## src/ssx_pkg.sv

```systemverilog
// Behaviour
// (RQ1) Subtract memory byte from accumulator, result to accumulator, update four flags.
// (RQ2) Carry is inverted borrow: 0 when difference negative, else 1.
// (RQ3) Accumulator minus memory written back to memory; accumulator kept; flags updated.
// (RQ4) Subtract instruction immediate from accumulator into accumulator; update four flags.
// (RQ5) Exchange nibbles of memory byte and write back in place.
// (RQ6) Swapped memory nibbles go to accumulator; memory and flags untouched.
// (RQ7) Skip-when-zero reads the byte and writes it back unchanged; no flags.
// (RQ8) Tested byte zero suppresses the next sequential instruction.
// (RQ9) Taken skip inserts a dummy cycle; instruction takes two cycles.
// (RQ10) Nonzero byte continues normally without a dummy cycle.
// (RQ11) Skip-with-load copies byte to accumulator, skips if zero; no flags.
// (RQ12) 8-bit operands; zero, signed wrap, and bit-3 inverted borrow flags.
package ssx_pkg;

    localparam logic [7:0] ACC_RESET   = 8'h00;
    localparam logic [3:0] FLAGS_RESET = 4'h0;
    localparam logic [7:0] WDATA_RESET = 8'h00;
    localparam int         FLAG_C      = 0;
    localparam int         FLAG_AUX    = 1;
    localparam int         FLAG_ZERO   = 2;
    localparam int         FLAG_WRAP   = 3;

    typedef enum logic [2:0] {
        SSX_OP_SUB_MEM_ACC = 3'b000,
        SSX_OP_SUB_MEM_MEM = 3'b001,
        SSX_OP_SUB_IMM     = 3'b010,
        SSX_OP_SWAP_MEM    = 3'b011,
        SSX_OP_SWAP_ACC    = 3'b100,
        SSX_OP_SKIP_MEM    = 3'b101,
        SSX_OP_SKIP_LOAD   = 3'b110,
        SSX_OP_NONE        = 3'b111
    } ssx_op_e;

    typedef enum logic [0:0] {
        SSX_ST_EXEC  = 1'b0,
        SSX_ST_DUMMY = 1'b1
    } ssx_state_e;

    // Request of one instruction
    typedef struct packed {
        ssx_op_e    op;
        logic [7:0] mem_data;
        logic [7:0] imm;
    } ssx_req_s;

    // Result of the subtractor
    typedef struct packed {
        logic [7:0] diff;
        logic       wrap;
        logic       zero;
        logic       aux;
        logic       carry;
    } ssx_sub_s;

endpackage : ssx_pkg

```

## src/ssx_exec.sv

```systemverilog
`timescale 1ns/100ps
`default_nettype none
module ssx_exec (
    input  wire logic              clock,
    input  wire logic              rst_b,
    input  wire logic              clk_en,
    input  wire logic              req_valid,
    input  wire ssx_pkg::ssx_req_s req,
    output logic [7:0]             acc_q,
    output logic                   signed_wrap_flag_q,
    output logic                   zero_flag_q,
    output logic                   auxiliary_borrow_flag_q,
    output logic                   carry_flag_q,
    output logic                   mem_we_q,
    output logic [7:0]             mem_wdata_q,
    output logic                   skip_next_q,
    output logic                   dummy_cycle_q,
    output logic                   busy_q
);
    // ----------------------------------------------------------------
    // Decode and arithmetic
    // ----------------------------------------------------------------
    ssx_pkg::ssx_sub_s  sub_res;
    ssx_pkg::ssx_state_e state_q;
    logic [7:0]         sub_b;
    logic               take;
    logic               is_zero;

    function automatic logic is_sub(input ssx_pkg::ssx_op_e op);
        is_sub = (op == ssx_pkg::SSX_OP_SUB_MEM_ACC) || (op == ssx_pkg::SSX_OP_SUB_MEM_MEM)
              || (op == ssx_pkg::SSX_OP_SUB_IMM);
    endfunction : is_sub

    function automatic logic [7:0] swap_nib(input logic [7:0] v);
        swap_nib = {v[3:0], v[7:4]};
    endfunction : swap_nib

    assign sub_b   = (req.op == ssx_pkg::SSX_OP_SUB_IMM) ? req.imm : req.mem_data;  // RQ4
    assign take    = clk_en && req_valid && (state_q == ssx_pkg::SSX_ST_EXEC);
    assign is_zero = (req.mem_data == 8'h00);

    ssx_sub u_sub (
        .a   (acc_q),
        .b   (sub_b),
        .res (sub_res)
    );

    // ----------------------------------------------------------------
    // Accumulator
    // ----------------------------------------------------------------
    always_ff @(posedge clock or negedge rst_b) begin
        if (!rst_b) begin
            acc_q <= ssx_pkg::ACC_RESET;
        end else if (take) begin
            unique case (req.op)
                ssx_pkg::SSX_OP_SUB_MEM_ACC: acc_q <= sub_res.diff;             // RQ1
                ssx_pkg::SSX_OP_SUB_IMM:     acc_q <= sub_res.diff;             // RQ4
                ssx_pkg::SSX_OP_SWAP_ACC:    acc_q <= swap_nib(req.mem_data);   // RQ6
                ssx_pkg::SSX_OP_SKIP_LOAD:   acc_q <= req.mem_data;             // RQ11
                default:                     acc_q <= acc_q;                    // RQ3
            endcase
        end
    end

    // ----------------------------------------------------------------
    // Flags
    // ----------------------------------------------------------------
    always_ff @(posedge clock or negedge rst_b) begin
        if (!rst_b) begin
            signed_wrap_flag_q      <= ssx_pkg::FLAGS_RESET[ssx_pkg::FLAG_WRAP];
            zero_flag_q             <= ssx_pkg::FLAGS_RESET[ssx_pkg::FLAG_ZERO];
            auxiliary_borrow_flag_q <= ssx_pkg::FLAGS_RESET[ssx_pkg::FLAG_AUX];
            carry_flag_q            <= ssx_pkg::FLAGS_RESET[ssx_pkg::FLAG_C];
        end else if (take && is_sub(req.op)) begin                     // RQ1
            signed_wrap_flag_q      <= sub_res.wrap;                   // RQ12
            zero_flag_q             <= sub_res.zero;                   // RQ12
            auxiliary_borrow_flag_q <= sub_res.aux;                    // RQ12
            carry_flag_q            <= sub_res.carry;                  // RQ2
        end
    end

    // ----------------------------------------------------------------
    // Memory write-back
    // ----------------------------------------------------------------
    always_ff @(posedge clock or negedge rst_b) begin
        if (!rst_b) begin
            mem_we_q    <= 1'b0;
            mem_wdata_q <= ssx_pkg::WDATA_RESET;
        end else if (clk_en) begin
            mem_we_q <= 1'b0;
            if (take) begin
                unique case (req.op)
                    ssx_pkg::SSX_OP_SUB_MEM_MEM: begin
                        mem_we_q    <= 1'b1;                            // RQ3
                        mem_wdata_q <= sub_res.diff;
                    end
                    ssx_pkg::SSX_OP_SWAP_MEM: begin
                        mem_we_q    <= 1'b1;                            // RQ5
                        mem_wdata_q <= swap_nib(req.mem_data);
                    end
                    ssx_pkg::SSX_OP_SKIP_MEM: begin
                        mem_we_q    <= 1'b1;                            // RQ7
                        mem_wdata_q <= req.mem_data;
                    end
                    default: mem_wdata_q <= mem_wdata_q;
                endcase
            end
        end
    end

    // ----------------------------------------------------------------
    // Skip sequencing
    // ----------------------------------------------------------------
    always_ff @(posedge clock or negedge rst_b) begin
        if (!rst_b) begin
            state_q       <= ssx_pkg::SSX_ST_EXEC;
            skip_next_q   <= 1'b0;
            dummy_cycle_q <= 1'b0;
            busy_q        <= 1'b0;
        end else if (clk_en) begin
            unique case (state_q)
                ssx_pkg::SSX_ST_EXEC: begin
                    skip_next_q   <= 1'b0;
                    dummy_cycle_q <= 1'b0;
                    busy_q        <= 1'b0;
                    if (take && is_zero && ((req.op == ssx_pkg::SSX_OP_SKIP_MEM)
                                         || (req.op == ssx_pkg::SSX_OP_SKIP_LOAD))) begin
                        state_q       <= ssx_pkg::SSX_ST_DUMMY;        // RQ9
                        skip_next_q   <= 1'b1;                         // RQ8
                        dummy_cycle_q <= 1'b1;                         // RQ11
                        busy_q        <= 1'b1;
                    end                                                // RQ10
                end
                ssx_pkg::SSX_ST_DUMMY: begin
                    state_q       <= ssx_pkg::SSX_ST_EXEC;
                    skip_next_q   <= 1'b0;
                    dummy_cycle_q <= 1'b0;
                    busy_q        <= 1'b0;
                end
            endcase
        end
    end
endmodule : ssx_exec
`default_nettype wire

```

## src/ssx_sub.sv

```systemverilog
`timescale 1ns/100ps
`default_nettype none
module ssx_sub (
    input  wire logic [7:0]       a,
    input  wire logic [7:0]       b,
    output ssx_pkg::ssx_sub_s     res
);
    logic [8:0] full;
    logic [4:0] low;

    always_comb begin
        full      = {1'b0, a} - {1'b0, b};
        low       = {1'b0, a[3:0]} - {1'b0, b[3:0]};
        res.diff  = full[7:0];
        res.carry = ~full[8];                                          // RQ2
        res.aux   = ~low[4];                                           // RQ12
        res.zero  = (full[7:0] == 8'h00);                              // RQ12
        res.wrap  = (a[7] != b[7]) && (full[7] != a[7]);               // RQ12
    end
endmodule : ssx_sub
`default_nettype wire

```

## config.mk

```make
export PLATFORM = sky130hd
export DESIGN_NAME = ssx_exec
export DESIGN_NICKNAME = d
export VERILOG_FILES = /design/src/ssx_pkg.sv /design/src/ssx_exec.sv /design/src/ssx_sub.sv
export SDC_FILE = /design/constraint.sdc
export NUM_CORES = 1
export LEC_CHECK = 0
export ABC_AREA = 1
export BUFFER_PORTS_ARGS = -buffer_cell sky130_fd_sc_hd__buf_2
export CORE_ASPECT_RATIO = 0.5
export CORE_MARGIN = 5
export CORE_UTILIZATION = 49
export CTS_BUF_LIST = sky130_fd_sc_hd__clkbuf_4 sky130_fd_sc_hd__clkbuf_8 sky130_fd_sc_hd__clkbuf_16
export DETAILED_ROUTE_END_ITERATION = 8
export HOLD_SLACK_MARGIN = 0.12
export PLACE_DENSITY = 0.75
export SKIP_LAST_GASP = 1
export SLEW_MARGIN = 30
export SYNTH_ARGS = -nofsm -noshare
export SYNTH_HDL_FRONTEND = slang
export SYNTH_HIERARCHICAL = 1
export SYNTH_SLANG_ARGS = --single-unit
```

## constraint.sdc

```tcl
create_clock -name clock -period 1.9 [get_ports clock]
set_input_delay 0.38 -clock clock [delete_from_list [all_inputs] [get_ports clock]]
set_output_delay 0.38 -clock clock [all_outputs]
set_load 0.03 [all_outputs]
```

### After elaboration in Yosys (flattened, before gate mapping)

Cells that the tools add are included.

| cells by class | value |
|---|---|
| bitwise logic cells | 3 |
| muxes and demuxes | 7 |
| add/sub/neg operators | 2 |
| eq/ne operators | 8 |
| reductions and logical operators | 18 |

Operators with widths:

| kind | count |
|---|---|
| $pmux 8 s3 | 2 |
| $logic_not 8->1 | 2 |
| $eq 3x3->1 const B | 3 |
| $sub 8x8->9 | 1 |
| $mux 8 | 1 |
| $eq 3x2->1 const B | 2 |
| $logic_and 1x1->1 | 6 |
| $reduce_bool 3->1 | 2 |
| $sub 4x4->5 | 1 |
| $eq 3x1->1 const B | 1 |
| $logic_not 3->1 | 1 |
| $logic_or 1x1->1 | 3 |
| $mux 1 | 3 |
| $not 1->1 | 3 |
| $reduce_and 3->1 | 1 |
| $reduce_or 3->1 | 1 |
| $ne 1x1->1 | 2 |
| $pmux 1 s2 | 1 |
| $reduce_and 2->1 | 1 |
| $reduce_or 2->1 | 1 |

| storage, ports and cells | value |
|---|---|
| bits in registers | 22 |
| output and inout bits | 24 |

### Logic depth before layout (Yosys ltp)

Gate-level depths: netlist (run 1).

| logic depth | value |
|---|---|
| word-level depth | 6 |
| gate-level depth with buffers | 19 |
| gate-level depth less buffers | 18 |

### Hierarchy

Netlist (run 1), hierarchy kept.

By module, submodules not included:

| module | cells each | area each (µm²) | times used | seq. area each (µm²) |
|---|---|---|---|---|
| ssx_exec | 226 | 1,527.7 | 1 | 550.5 |
| ssx_sub | 98 | 501.7 | 1 | 0.0 |

### Worst setup path before layout (run 1)

No wires, ideal clock.

| timing path | value |
|---|---|
| path type | input to register |
| start point | in req[16] in the netlist's numbering |
| end point | reg zero_flag_q |
| data required time | 1.817 ns |
| setup slack | -0.412 ns |
| cell stages on the path | 18 |
| arrival | 2.229 ns |
| path through | buf_6 inv_6 nand3_2 buf_2 a21oi_1 ha_1 fa_1 inv_1 nand2_1 nand2_1 nand3_1 nand2_1 nand2_1 nand2_1 nand2_1 nor2_2 inv_1 o21ai_0 |

RTL lines:

| item | line | source |
|---|---|---|
| start: declaration | ssx_exec.sv:8 | `input wire ssx_pkg::ssx_req_s req,` |
| end signal: assignment | ssx_exec.sv:71 | `zero_flag_q <= ssx_pkg::FLAGS_RESET[ssx_pkg::FLAG_ZERO];` |
| end signal: assignment | ssx_exec.sv:76 | `zero_flag_q <= sub_res.zero;` |
| end: declaration | ssx_exec.sv:11 | `output logic zero_flag_q,` |

==> results of run 1 <==
==> layout make-up <==
class | count | area share, %
Clock buffer | 3 | 1.34
Clock inverter | 1 | 0.977
Inverter | 55 | 7.45
Multi-Input combinational cell | 236 | 50.9
Sequential cell | 22 | 17.9
Tap cell | 54 | 2.20
Timing Repair Buffer | 87 | 19.2
==> state kept, by name, summed over array words and instances, names as in the netlist <==
signal / count
mem_we_q: 1
state_q: 1
auxiliary_borrow_flag_q: 1
signed_wrap_flag_q: 1
mem_wdata_q: 8
carry_flag_q: 1
acc_q: 8
zero_flag_q: 1
==> placed cells by master, fill, tap and decap left out, types with 2 or more instances in the layout <==
master / Yosys / layout
a21oi_1: 10 / 2
a21oi_2: 1 / 6
a21oi_4: 0 / 3
buf_2: 4 / 44
buf_4: 4 / 31
buf_6: 3 / 10
clkbuf_8: 0 / 3
dfrtp_1: 22 / 22
ha_4: 0 / 6
inv_1: 51 / 40
inv_2: 3 / 10
inv_4: 0 / 4
nand2_1: 123 / 94
nand2_2: 4 / 25
nand2_4: 1 / 9
nand3_1: 28 / 15
nand3_2: 3 / 13
nand3_4: 1 / 4
nand4_1: 17 / 17
nor2_1: 13 / 6
nor2_2: 4 / 8
nor2_4: 0 / 3
o21ai_0: 16 / 13
==> through the flow <==
stage	hold slack [ps]	worst slack [ps]	total power [uW]
final	380	-347	3910
after global routing	401	-396	4090
after CTS	373	-206	3290
after detailed placement	395	-548	2690
after global placement	373	-477	2650
after floorplan	84.4	-238	2080
==> power groups by stage <==
| stage | Sequential (uW) | Combinational (uW) | Clock (uW) |
|---|---|---|---|
| final | 741 | 2710 | 461 |
| after detailed placement | 749 | 1940 | 0 |
| after global placement | 742 | 1900 | 0 |
| after global routing | 766 | 2840 | 485 |
| after floorplan | 1070 | 1010 | 0 |
| after CTS | 740 | 2080 | 468 |
==> cells by family after synthesis <==
logic type / after synthesis / share of synthesized area [%]
AO/OA/AOI/OAI: 29 / 7.83
adder cells (fa/ha/maj): 9 / 5.92
buffers and inverters: 66 / 14.5
flip-flops: 22 / 27.1
AND/OR/NAND/NOR: 198 / 44.6
==> routing by layer <==
metal,GRT usage (%),share of wire (%),vias to the layer above
met5,0,0,-
met1,33.4,39,1174
met4,6.82,5.6,0
li1,-,-,1182
met3,3.52,12,59
met2,39.9,44,219
==> final timing paths <==
check / endpoint / slack [ps] / depth (start not counted)
min in group asynchronous: acc_q[1]$_DFFE_PN0P_ / 630 / 2
worst min-delay path: state_q$_DFFE_PN0P_ / 380 / 4
max in group asynchronous: mem_wdata_q[2]$_DFFE_PN0P_ / 890 / 2
worst min register to register: mem_wdata_q[7]$_DFFE_PN0P_ / 470 / 2
worst max register to register: acc_q[6]$_DFFE_PN0P_ / -160 / 15
worst max-delay path: acc_q[6]$_DFFE_PN0P_ / -350 / 19
==> synthesized netlist by cell type, drive strengths merged <==
cell type / count
a21boi: 1
a21oi: 11
buf: 11
dfrtp: 22
fa: 1
ha: 8
inv: 55
nand2: 128
nand3: 32
nand3b: 1
nand4: 17
nor2: 18
nor3: 1
o211ai: 1
o21ai: 16
or2: 1
==> tightest hold or removal path: stages <==
cell,delay [ps]
buf_2,100
inv_1,50
nand2_1,50
nand2_1,40
==> repair_timing <==
action / 4_1_cts / 5_1_grt
buffers inserted: 4 / 9
cloned: 0 / 0
hold endpoints to repair: 22 / 0
gates resized for setup: 39 / 63
endpoints found under the setup margin: 14 / 16
hold buffers: 1 / 0
pin swaps: 14 / 43
==> impl_metrics.py, run 1 <==
metrics = {
    "status": {
        "outcome": "finished with violations",
        "violations": "setup timing",
    },
    "yosys": {
        "yosys_warnings": 6,
        "syn_area_sq_um": 2030,
        "ys_types": 27,
        "seq_area_frac_synth_pct": 27.1,
        "syn_area_per_cell_sq_um": 6.26,
        "netlist_instances": 324,
        "yosysTopAreaCell": "dfrtp_1",
        "synth_top_area_share_pct": 27.1,
        "synth_area_leaders": "dfrtp_1 (27%), nand2_1 (23%), inv_1 (9.4%), nand3_1 (6.9%), nand4_1 (5.2%)",
        "synth_seq_cells": 22,
        "synth_nets": 356,
    },
    "pwr": {
        "internal_power_uw": 1940,
        "power_switching_uw": 1970,
        "p_leak_uw": 0.00167,
        "irDropWorstVdd_v": 0.000880,
        "seq_power_share_pct": 18.9,
        "p_sw_share_pct": 50.4,
        "p_per_area_nw_per_um2": 1270,
        "combPwrFrac_pct": 69.2,
        "clockPowerShare_pct": 11.8,
    },
    "floorplanning": {
        "row_count": 16,
        "die_h_um": 55.5,
        "io_pins": 47,
        "initial_core_util_pct": 51.5,
        "core_area_sq_um": 3940,
        "die_w_um": 101,
        "dieArea_sq_um": 5610,
    },
    "detailed_routing": {
        "via_count": 2634,
        "drt_iter0_markers": 297,
        "firstDrtPassIters": 5,
        "drt_wl_total_um": 7890,
        "antenna_left": 0,
        "route.detailed.drc": 0,
        "wl_per_cell_um": 17.2,
        "via_per_inst": 5.75,
    },
    "sta": {
        "clock.fmax_mhz": 445,
        "finalCritPeriodShare_pct": 118,
        "slew_headroom_pct": 63.7,
        "setup_tns_ps": -3140,
        "fin_skew_ps": 13.1,
        "hold_violations": 0,
        "worst-slew-pin-transition_ps": 544,
        "setup_ws_ps": -347,
        "setup_viol": 17,
        "fin_crit_ps": 2250,
        "maxSlewViolCount": 0,
        "rsz0062_at_grt": "yes",
    },
    "flow_run": {
        "cap_viol_max_count": 0,
    },
    "clock_network": {
        "clock-root-buffer": "clkbuf_8",
        "cts_tree": "built",
        "cts_buffers": 3,
        "cts-htree-levels": 1,
        "clk_path_buf_depth": 2,
        "clk_pin_slew_worst_paths_ps": 100,
        "cts_sinks": 22,
        "worstSkewPairLatency_ps": 280,
    },
    "layout": {
        "n_antenna_cell": 0,
        "area_growth_pct": 51.4,
        "layout-drive-gt1-share_pct": 46.5,
        "final_cell_area_sq_um": 3070,
        "register_area_sq_um": 551,
        "nets": 437,
        "fillerInstances": 269,
        "multi_input_area_sq_um": 1560,
        "fin_util_pct": 77.9,
        "stdcell_count": 458,
    },
    "global_routing": {
        "grt_pass1_wl_um": 11100,
        "grt_max_degree": 28,
        "overflow": 0,
        "grt_pass1_vias": 2349,
        "grt.total_usage_pct": 24.4,
        "antenna_found_initial": 0,
    },
    "worst_setup_path": {
        "crit_path_end_kind": "flip-flop",
        "cp_top_family": "simple AND/OR/NAND/NOR gates",
        "crit_buf_inv": 4,
        "path_class": "in2reg",
        "slowest_delay_ps": 430,
        "worstPathArrival_ps": 2420,
        "rr_startpoint": "acc_q[0]$_DFFE_PN0P_",
        "slowest_stage": "fa_2",
        "path_max_fanout": 8,
        "setup.worst_path.start": "req[16]",
        "crit_path_start_kind": "input port",
        "crit_required_ps": 2070,
        "crit_chain": "buf_8 -> clkinv_8 -> nand3_4 -> nor2_4 -> a21oi_2 -> ha_2 -> fa_2 -> inv_4 -> nand2_2 -> nand2_2 -> nand3_2 -> nand2_1 -> nand2_2 -> nand2_2 -> inv_2 -> nand2_1 -> nand3_1 -> nand2_1 -> nand2_1",
    },
    "hold_path": {
        "hp-class": "in2reg",
        "holdCritStartpoint": "clk_en",
    },
    "place": {
        "io_buffer_count": 46,
        "dp.cells": 441,
        "dpl_cell_area_sq_um": 2550,
        "gp_congestion": 0.908,
        "dp_hpwl_um": 4620,
    },
}
(Power assumes the default switching activity.)
==> inputs of run 2 (changes only) <==
--- a/config.mk
+++ b/config.mk
@@ -9,5 +9,7 @@
 export BUFFER_PORTS_ARGS = -buffer_cell sky130_fd_sc_hd__buf_2
+export CELL_PAD_IN_SITES_DETAIL_PLACEMENT = 0
+export CELL_PAD_IN_SITES_GLOBAL_PLACEMENT = 1
 export CORE_ASPECT_RATIO = 0.5
 export CORE_MARGIN = 5
-export CORE_UTILIZATION = 49
+export CORE_UTILIZATION = 37
 export CTS_BUF_LIST = sky130_fd_sc_hd__clkbuf_4 sky130_fd_sc_hd__clkbuf_8 sky130_fd_sc_hd__clkbuf_16
@@ -15,3 +17,3 @@
 export HOLD_SLACK_MARGIN = 0.12
-export PLACE_DENSITY = 0.75
+export PLACE_DENSITY = 0.78
 export SKIP_LAST_GASP = 1
==> constraint.sdc (replaced) <==
create_clock -name clock -period 2.3 [get_ports clock]
set_input_delay 0.345 -clock clock [delete_from_list [all_inputs] [get_ports clock]]
set_output_delay 0.345 -clock clock [all_outputs]
set_load 0.03 [all_outputs]
==> run 2 against run 1 <==
The run now ends clean; sequential share of layout area is 4.3 points higher; non-clock buffer count is 26 lower; critical path depth stayed put; clock skew decreased by 2.9 ps; cell area shrank 19%; largest cell class unchanged.
==> impl_metrics.py, run 2 (same netlist as run 1, synthesis figures left out) <==
metrics = {
    "sta": {
        "hold_violations": 0,
        "rsz0062_at_grt": "no",
        "maxSlewViolCount": 0,
        "worst-slew-pin-transition_ps": 522,
        "fin_skew_ps": 10.2,
        "clock.fmax_mhz": 475,
        "setup_viol": 0,
        "slew_headroom_pct": 65.2,
        "finalCritPeriodShare_pct": 91.5,
        "fin_crit_ps": 2100,
    },
    "layout": {
        "fin_util_pct": 46.0,
        "nets": 411,
        "final_cell_area_sq_um": 2480,
        "final_cell_mix": "nand2_1 (122), inv_1 (50), buf_2 (46)",
        "layout-drive-gt1-share_pct": 23.5,
        "stdcell_count": 451,
        "largestRegisters": "acc_q x8, mem_wdata_q x8",
        "final_common_cell": "nand2_1",
        "fillerInstances": 565,
        "n_antenna_cell": 0,
        "area_growth_pct": 22.3,
    },
    "floorplanning": {
        "dieArea_sq_um": 7160,
        "die_w_um": 115,
        "initial_core_util_pct": 37.6,
        "core_area_sq_um": 5400,
        "io_pins": 47,
        "die_h_um": 62.4,
        "row_count": 19,
    },
    "detailed_routing": {
        "firstDrtPassIters": 5,
        "route.detailed.drc": 0,
        "drt_wl_total_um": 5760,
        "antenna_left": 0,
        "via_per_inst": 4.83,
        "drt_iter0_markers": 122,
        "via_count": 2177,
        "wl_per_cell_um": 12.8,
    },
    "place": {
        "io_buffer_count": 46,
        "dp_hpwl_um": 4600,
        "dp.cells": 446,
        "dpl_cell_area_sq_um": 2370,
        "gp_congestion": 0.860,
    },
    "pwr": {
        "p_per_area_nw_per_um2": 992,
        "p_leak_uw": 0.00147,
        "p_total_uw": 2460,
        "irDropWorstVdd_v": 0.000491,
    },
    "global_routing": {
        "grt_pass1_wl_um": 9800,
        "grt_pass1_vias": 2020,
        "overflow": 0,
        "grt.total_usage_pct": 16.6,
        "antenna_found_initial": 0,
        "grt_max_degree": 28,
    },
    "hold_path": {
        "holdCritStartpoint": "clk_en",
        "min_path_cells": 4,
        "hp-class": "in2reg",
        "hold_end": "mem_we_q$_DFFE_PN0P_",
    },
    "clock_network": {
        "clk_path_buf_depth": 2,
        "clk_pin_slew_worst_paths_ps": 90,
        "cts-htree-levels": 1,
        "cts_sinks": 22,
        "cts_tree": "built",
        "clock-root-buffer": "clkbuf_8",
        "cts_buffers": 3,
        "worstSkewPairLatency_ps": 270,
    },
    "worst_setup_path": {
        "rr_startpoint": "acc_q[0]$_DFFE_PN0P_",
        "path_class": "in2reg",
        "path_max_fanout": 6,
        "crit_path_start_kind": "input port",
        "worstPathArrival_ps": 2260,
        "crit_required_ps": 2460,
        "r2r_setup_slack_ps": 280,
        "r2r_cells": 15,
        "r2r_end": "acc_q[6]$_DFFE_PN0P_",
        "crit_path_end_kind": "flip-flop",
    },
    "flow_run": {
        "cap_viol_max_count": 0,
    },
    "status": {
        "outcome": "finished clean",
    },
}
==> run 2: critical path, stage by stage <==
cell	delay (ps)
buf_2	130
inv_6	40
nand3_4	90
buf_4	130
a21oi_1	60
ha_1	210
fa_1	390
inv_1	100
nand2_1	60
nand2_1	60
nand3_1	90
nand2_1	70
nand2_1	60
nand2_1	100
inv_1	80
nand2_1	70
nand3_1	70
nand2_1	70
nand2_1	50
==> run 2: worst max-delay path by stage <==
stage | depth (start not counted) | to | startpoint | slack [ps]
after detailed placement | 16 | zero_flag_q$_DFFE_PN0P_ | req[18] | -240
after global routing | 16 | zero_flag_q$_DFFE_PN0P_ | req[16] | 40
final | 19 | acc_q[6]$_DFFE_PN0P_ | req[16] | 200
after floorplan | 18 | zero_flag_q$_DFFE_PN0P_ | req[16] | 20
after global placement | 16 | zero_flag_q$_DFFE_PN0P_ | req[16] | -230
after CTS | 16 | zero_flag_q$_DFFE_PN0P_ | req[18] | 50
==> run 2: what timing repair did <==
item	4_1_cts	5_1_grt
buffers inserted	0	0
hold endpoints to repair	22	0
setup endpoints to repair	0	11
resized for setup	0	8
hold buffers	1	0
==> run 2: where the power goes <==
part           leakage [uW]  switching (uW)  internal [uW]
sequential         0.000282            86.9            516
combinational       0.00115             965            521
clock             0.0000357             140            233
==> run 2: cell type report <==
class,instances,area [sq um],share of cell area (%)
Inverter,55,211,8.52
Clock buffer,3,41.3,1.66
Sequential cell,22,551,22.2
Timing Repair Buffer,61,345,13.9
Multi-Input combinational cell,236,1210,48.8
Clock inverter,1,30.0,1.21
Tap cell,73,91.3,3.68
==> run 2: through the flow <==
step,setup WS (ps),hold slack (ps),setup TNS [ps]
floorplan,23.3,49.4,0
global placement,-234,361,-873
detailed placement,-243,369,-931
CTS,49.7,331,0
global route,37.4,365,0
finish,196,344,0
==> run 2: per-layer routing <==
metal / GRT usage (%) / wire, um / vias to the layer above
li1: - / - / 1126
met5: 0 / 0 / -
met1: 23.0 / 2820 / 995
met4: 2.64 / 43 / 0
met3: 3.68 / 352 / 4
met2: 27.2 / 2540 / 52
==> inputs of run 3 (changes only) <==
Settings changed: ABC_AREA 1 to default, CORE_UTILIZATION 37 to 41, PLACE_DENSITY 0.78 to 0.79, REMOVE_ABC_BUFFERS from default to 1.
==> run 3 against run 2 <==
The flow now finishes with violations (setup timing); sequential power shrank 3%; cell area increased by 25%; area after synthesis is 0.99% lower; worst hold slack worse by 19 ps; final cell count is 17% lower; total power is 18% higher; non-clock buffer count increased by 37; register-to-register slack got worse by 200 ps; fmax decreased by 20%; utilization grew 18 points; flip-flop and latch count is the same; critical endpoint is now mem_wdata_q[7]$_DFFE_PN0P_; largest cell class unchanged.
==> impl_metrics.py, run 3 <==
metrics = {
    "yosys": {
        "synth_ff_type": "dfrtp_1",
        "yosys_warnings": 6,
        "syn_area_sq_um": 2010,
        "yosysMostFrequentCell": "a21oi_1",
        "synth_mux_area_share_pct": 14.1,
        "synth-adder-area-share_pct": 5.98,
        "netlist_instances": 217,
        "synth_compound_area_share_pct": 23.0,
        "synth_top_area_share_pct": 27.4,
        "synth_edf_count": 0,
        "yosysTopAreaCell": "dfrtp_1",
        "synth_seq_cells": 22,
        "ys_types": 47,
        "yosys-top-cells-count": "a21oi_1 (23), dfrtp_1 (22), mux2_2 (21), nor3b_1 (17), nor2_1 (15)",
        "seq_area_frac_synth_pct": 27.4,
        "async_flop_share_pct": 100,
        "synth_xor_area_share_pct": 1.31,
        "yosys.area_share.simple_pct": 21.0,
        "syn_area_per_cell_sq_um": 9.26,
        "synth_top_family_by_area": "compound AO/OA/AOI/OAI gates",
        "synth_area_leaders": "dfrtp_1 (27%), mux2_2 (12%), nor3b_1 (6.4%), a21oi_1 (5.7%), ha_1 (5.0%)",
    },
    "floorplanning": {
        "io_pins": 47,
        "row_count": 18,
        "die_w_um": 109,
        "initial_core_util_pct": 41.5,
        "dieArea_sq_um": 6490,
        "die_h_um": 59.5,
        "core_area_sq_um": 4840,
    },
    "sta": {
        "rsz0062_at_grt": "yes",
        "finalCritPeriodShare_pct": 115,
        "hold_violations": 0,
        "setup_ws_ps": -335,
        "hold_ws_ps": 326,
        "slew_headroom_pct": 39.8,
        "worst-slew-pin-transition_ps": 900,
        "fin_skew_ps": 2.77,
        "maxSlewViolCount": 0,
        "fin_crit_ps": 2630,
        "clock.fmax_mhz": 380,
        "setup_viol": 15,
    },
    "global_routing": {
        "grt_max_degree": 29,
        "overflow": 0,
        "grt_pass1_vias": 2009,
        "grt.total_usage_pct": 20.5,
        "antenna_found_initial": 0,
        "grt_pass1_wl_um": 10300,
    },
    "layout": {
        "final_cell_mix": "buf_2 (43), buf_4 (43), dfrtp_1 (22)",
        "stdcell_count": 375,
        "largestRegisters": "acc_q x8, mem_wdata_q x8",
        "fin_util_pct": 63.9,
        "area_growth_pct": 54.0,
        "fillerInstances": 390,
        "register_area_sq_um": 551,
        "layout-drive-gt1-share_pct": 60.7,
        "multi_input_area_sq_um": 1660,
        "nets": 338,
        "n_antenna_cell": 0,
    },
    "worst_setup_path": {
        "rr_startpoint": "acc_q[5]$_DFFE_PN0P_",
        "crit_path_start_kind": "input port",
        "crit_path_end_kind": "flip-flop",
        "r2r_end": "mem_wdata_q[7]$_DFFE_PN0P_",
        "crit_required_ps": 2450,
        "r2r_cells": 8,
        "path_class": "in2reg",
        "path_max_fanout": 4,
        "worstPathArrival_ps": 2790,
        "r2r_setup_slack_ps": 80,
    },
    "clock_network": {
        "clock-root-buffer": "clkbuf_8",
        "worstSkewPairLatency_ps": 270,
        "cts_tree": "built",
        "clk_path_buf_depth": 2,
        "cts-htree-levels": 1,
        "clk_pin_slew_worst_paths_ps": 80,
        "cts_buffers": 3,
        "cts_sinks": 22,
    },
    "detailed_routing": {
        "drt_iter0_markers": 73,
        "firstDrtPassIters": 4,
        "drt_wl_total_um": 6470,
        "route.detailed.drc": 0,
        "via_per_inst": 5.29,
        "antenna_left": 0,
        "wl_per_cell_um": 17.3,
        "via_count": 1985,
    },
    "hold_path": {
        "hold_end": "state_q$_DFFE_PN0P_",
        "hp-class": "in2reg",
        "holdCritStartpoint": "clk_en",
        "min_path_cells": 2,
    },
    "pwr": {
        "p_leak_uw": 0.00139,
        "p_per_area_nw_per_um2": 936,
        "irDropWorstVdd_v": 0.000396,
    },
    "place": {
        "io_buffer_count": 46,
        "dp.cells": 364,
        "gp_congestion": 0.838,
        "dp_hpwl_um": 4440,
    },
    "status": {
        "outcome": "finished with violations",
        "violations": "setup timing",
    },
    "flow_run": {
        "cap_viol_max_count": 0,
    },
}
## run 3: changes by cell type after synthesis, sizes merged, moves of 3 or more
cell and delta:
a21oi +12, inv -41, mux2 +23, nand2 -125
nand2b +3, nand3 -31, nand4 -16, nor2 -3
nor2b +10, nor3b +18, o21a +9, o31ai +8
## run 3: kinds of logic after synthesis
family / Yosys count
mux: 25
fa+ha+maj: 9
compound gates: 66
simple gates: 64
flops: 22
buf+inv: 28
xor+xnor: 3
## run 3: worst max path at each step
| stage | endpoint | slack [ps] | start | cells past startpoint |
|---|---|---|---|---|
| floorplan | acc_q[7]$_DFFE_PN0P_ | -570 | req[18] | 11 |
| global placement | zero_flag_q$_DFFE_PN0P_ | -830 | req[17] | 12 |
| detailed placement | zero_flag_q$_DFFE_PN0P_ | -910 | req[18] | 12 |
| CTS | zero_flag_q$_DFFE_PN0P_ | -310 | req[16] | 12 |
| global route | zero_flag_q$_DFFE_PN0P_ | -400 | req[18] | 11 |
| finish | mem_wdata_q[7]$_DFFE_PN0P_ | -330 | req[18] | 12 |
## run 3: worst max-delay path, stage by stage
cell     delay [ps]
buf_6           100
nor3b_4         290
buf_4           190
mux2_4          310
inv_2            70
ha_4            190
a31o_1          230
a221o_1         350
a211o_1         350
buf_4           170
a21oi_2         120
o31ai_2          70
## run 3: metal layers
metal	part of all wire, %	GRT usage [%]
met5	0	0
met4	1.5	4.86
met1	47	28.1
met2	48	34.4
met3	3.8	3.26
## run 3: final cells by class
cell class | count | share of cell area, %
sequential | 22 | 17.8
clock buffer | 4 | 1.78
tap | 70 | 2.83
timing repair buffer | 98 | 22.0
inverter | 14 | 1.86
multi-input combinational | 167 | 53.7
## run 3: stage by stage
step	cell area [sq um]	TNS, ps	power (uW)	setup slack, ps
floorplan	1920	-4120	1460	-566
global placement	2590	-8960	2050	-830
detailed placement	2590	-10580	2090	-912
CTS	2990	-2630	2730	-307
global route	3090	-4130	3070	-402
finish	3090	-3300	2900	-335
## run 3: report_power, final
group,total [uW],internal (uW),switching (uW)
sequential,587,502,85.5
combinational,2020,958,1060
clock,294,153,141
total,2900,1610,1280
## run 3: what timing repair did
item / 4_1_cts / 5_1_grt
hold endpoints to repair: 22 / 0
setup buffers: 4 / 3
resized for setup: 69 / 18
pin swaps: 20 / 11
hold buffers: 1 / 0
endpoints found under the setup margin: 17 / 16
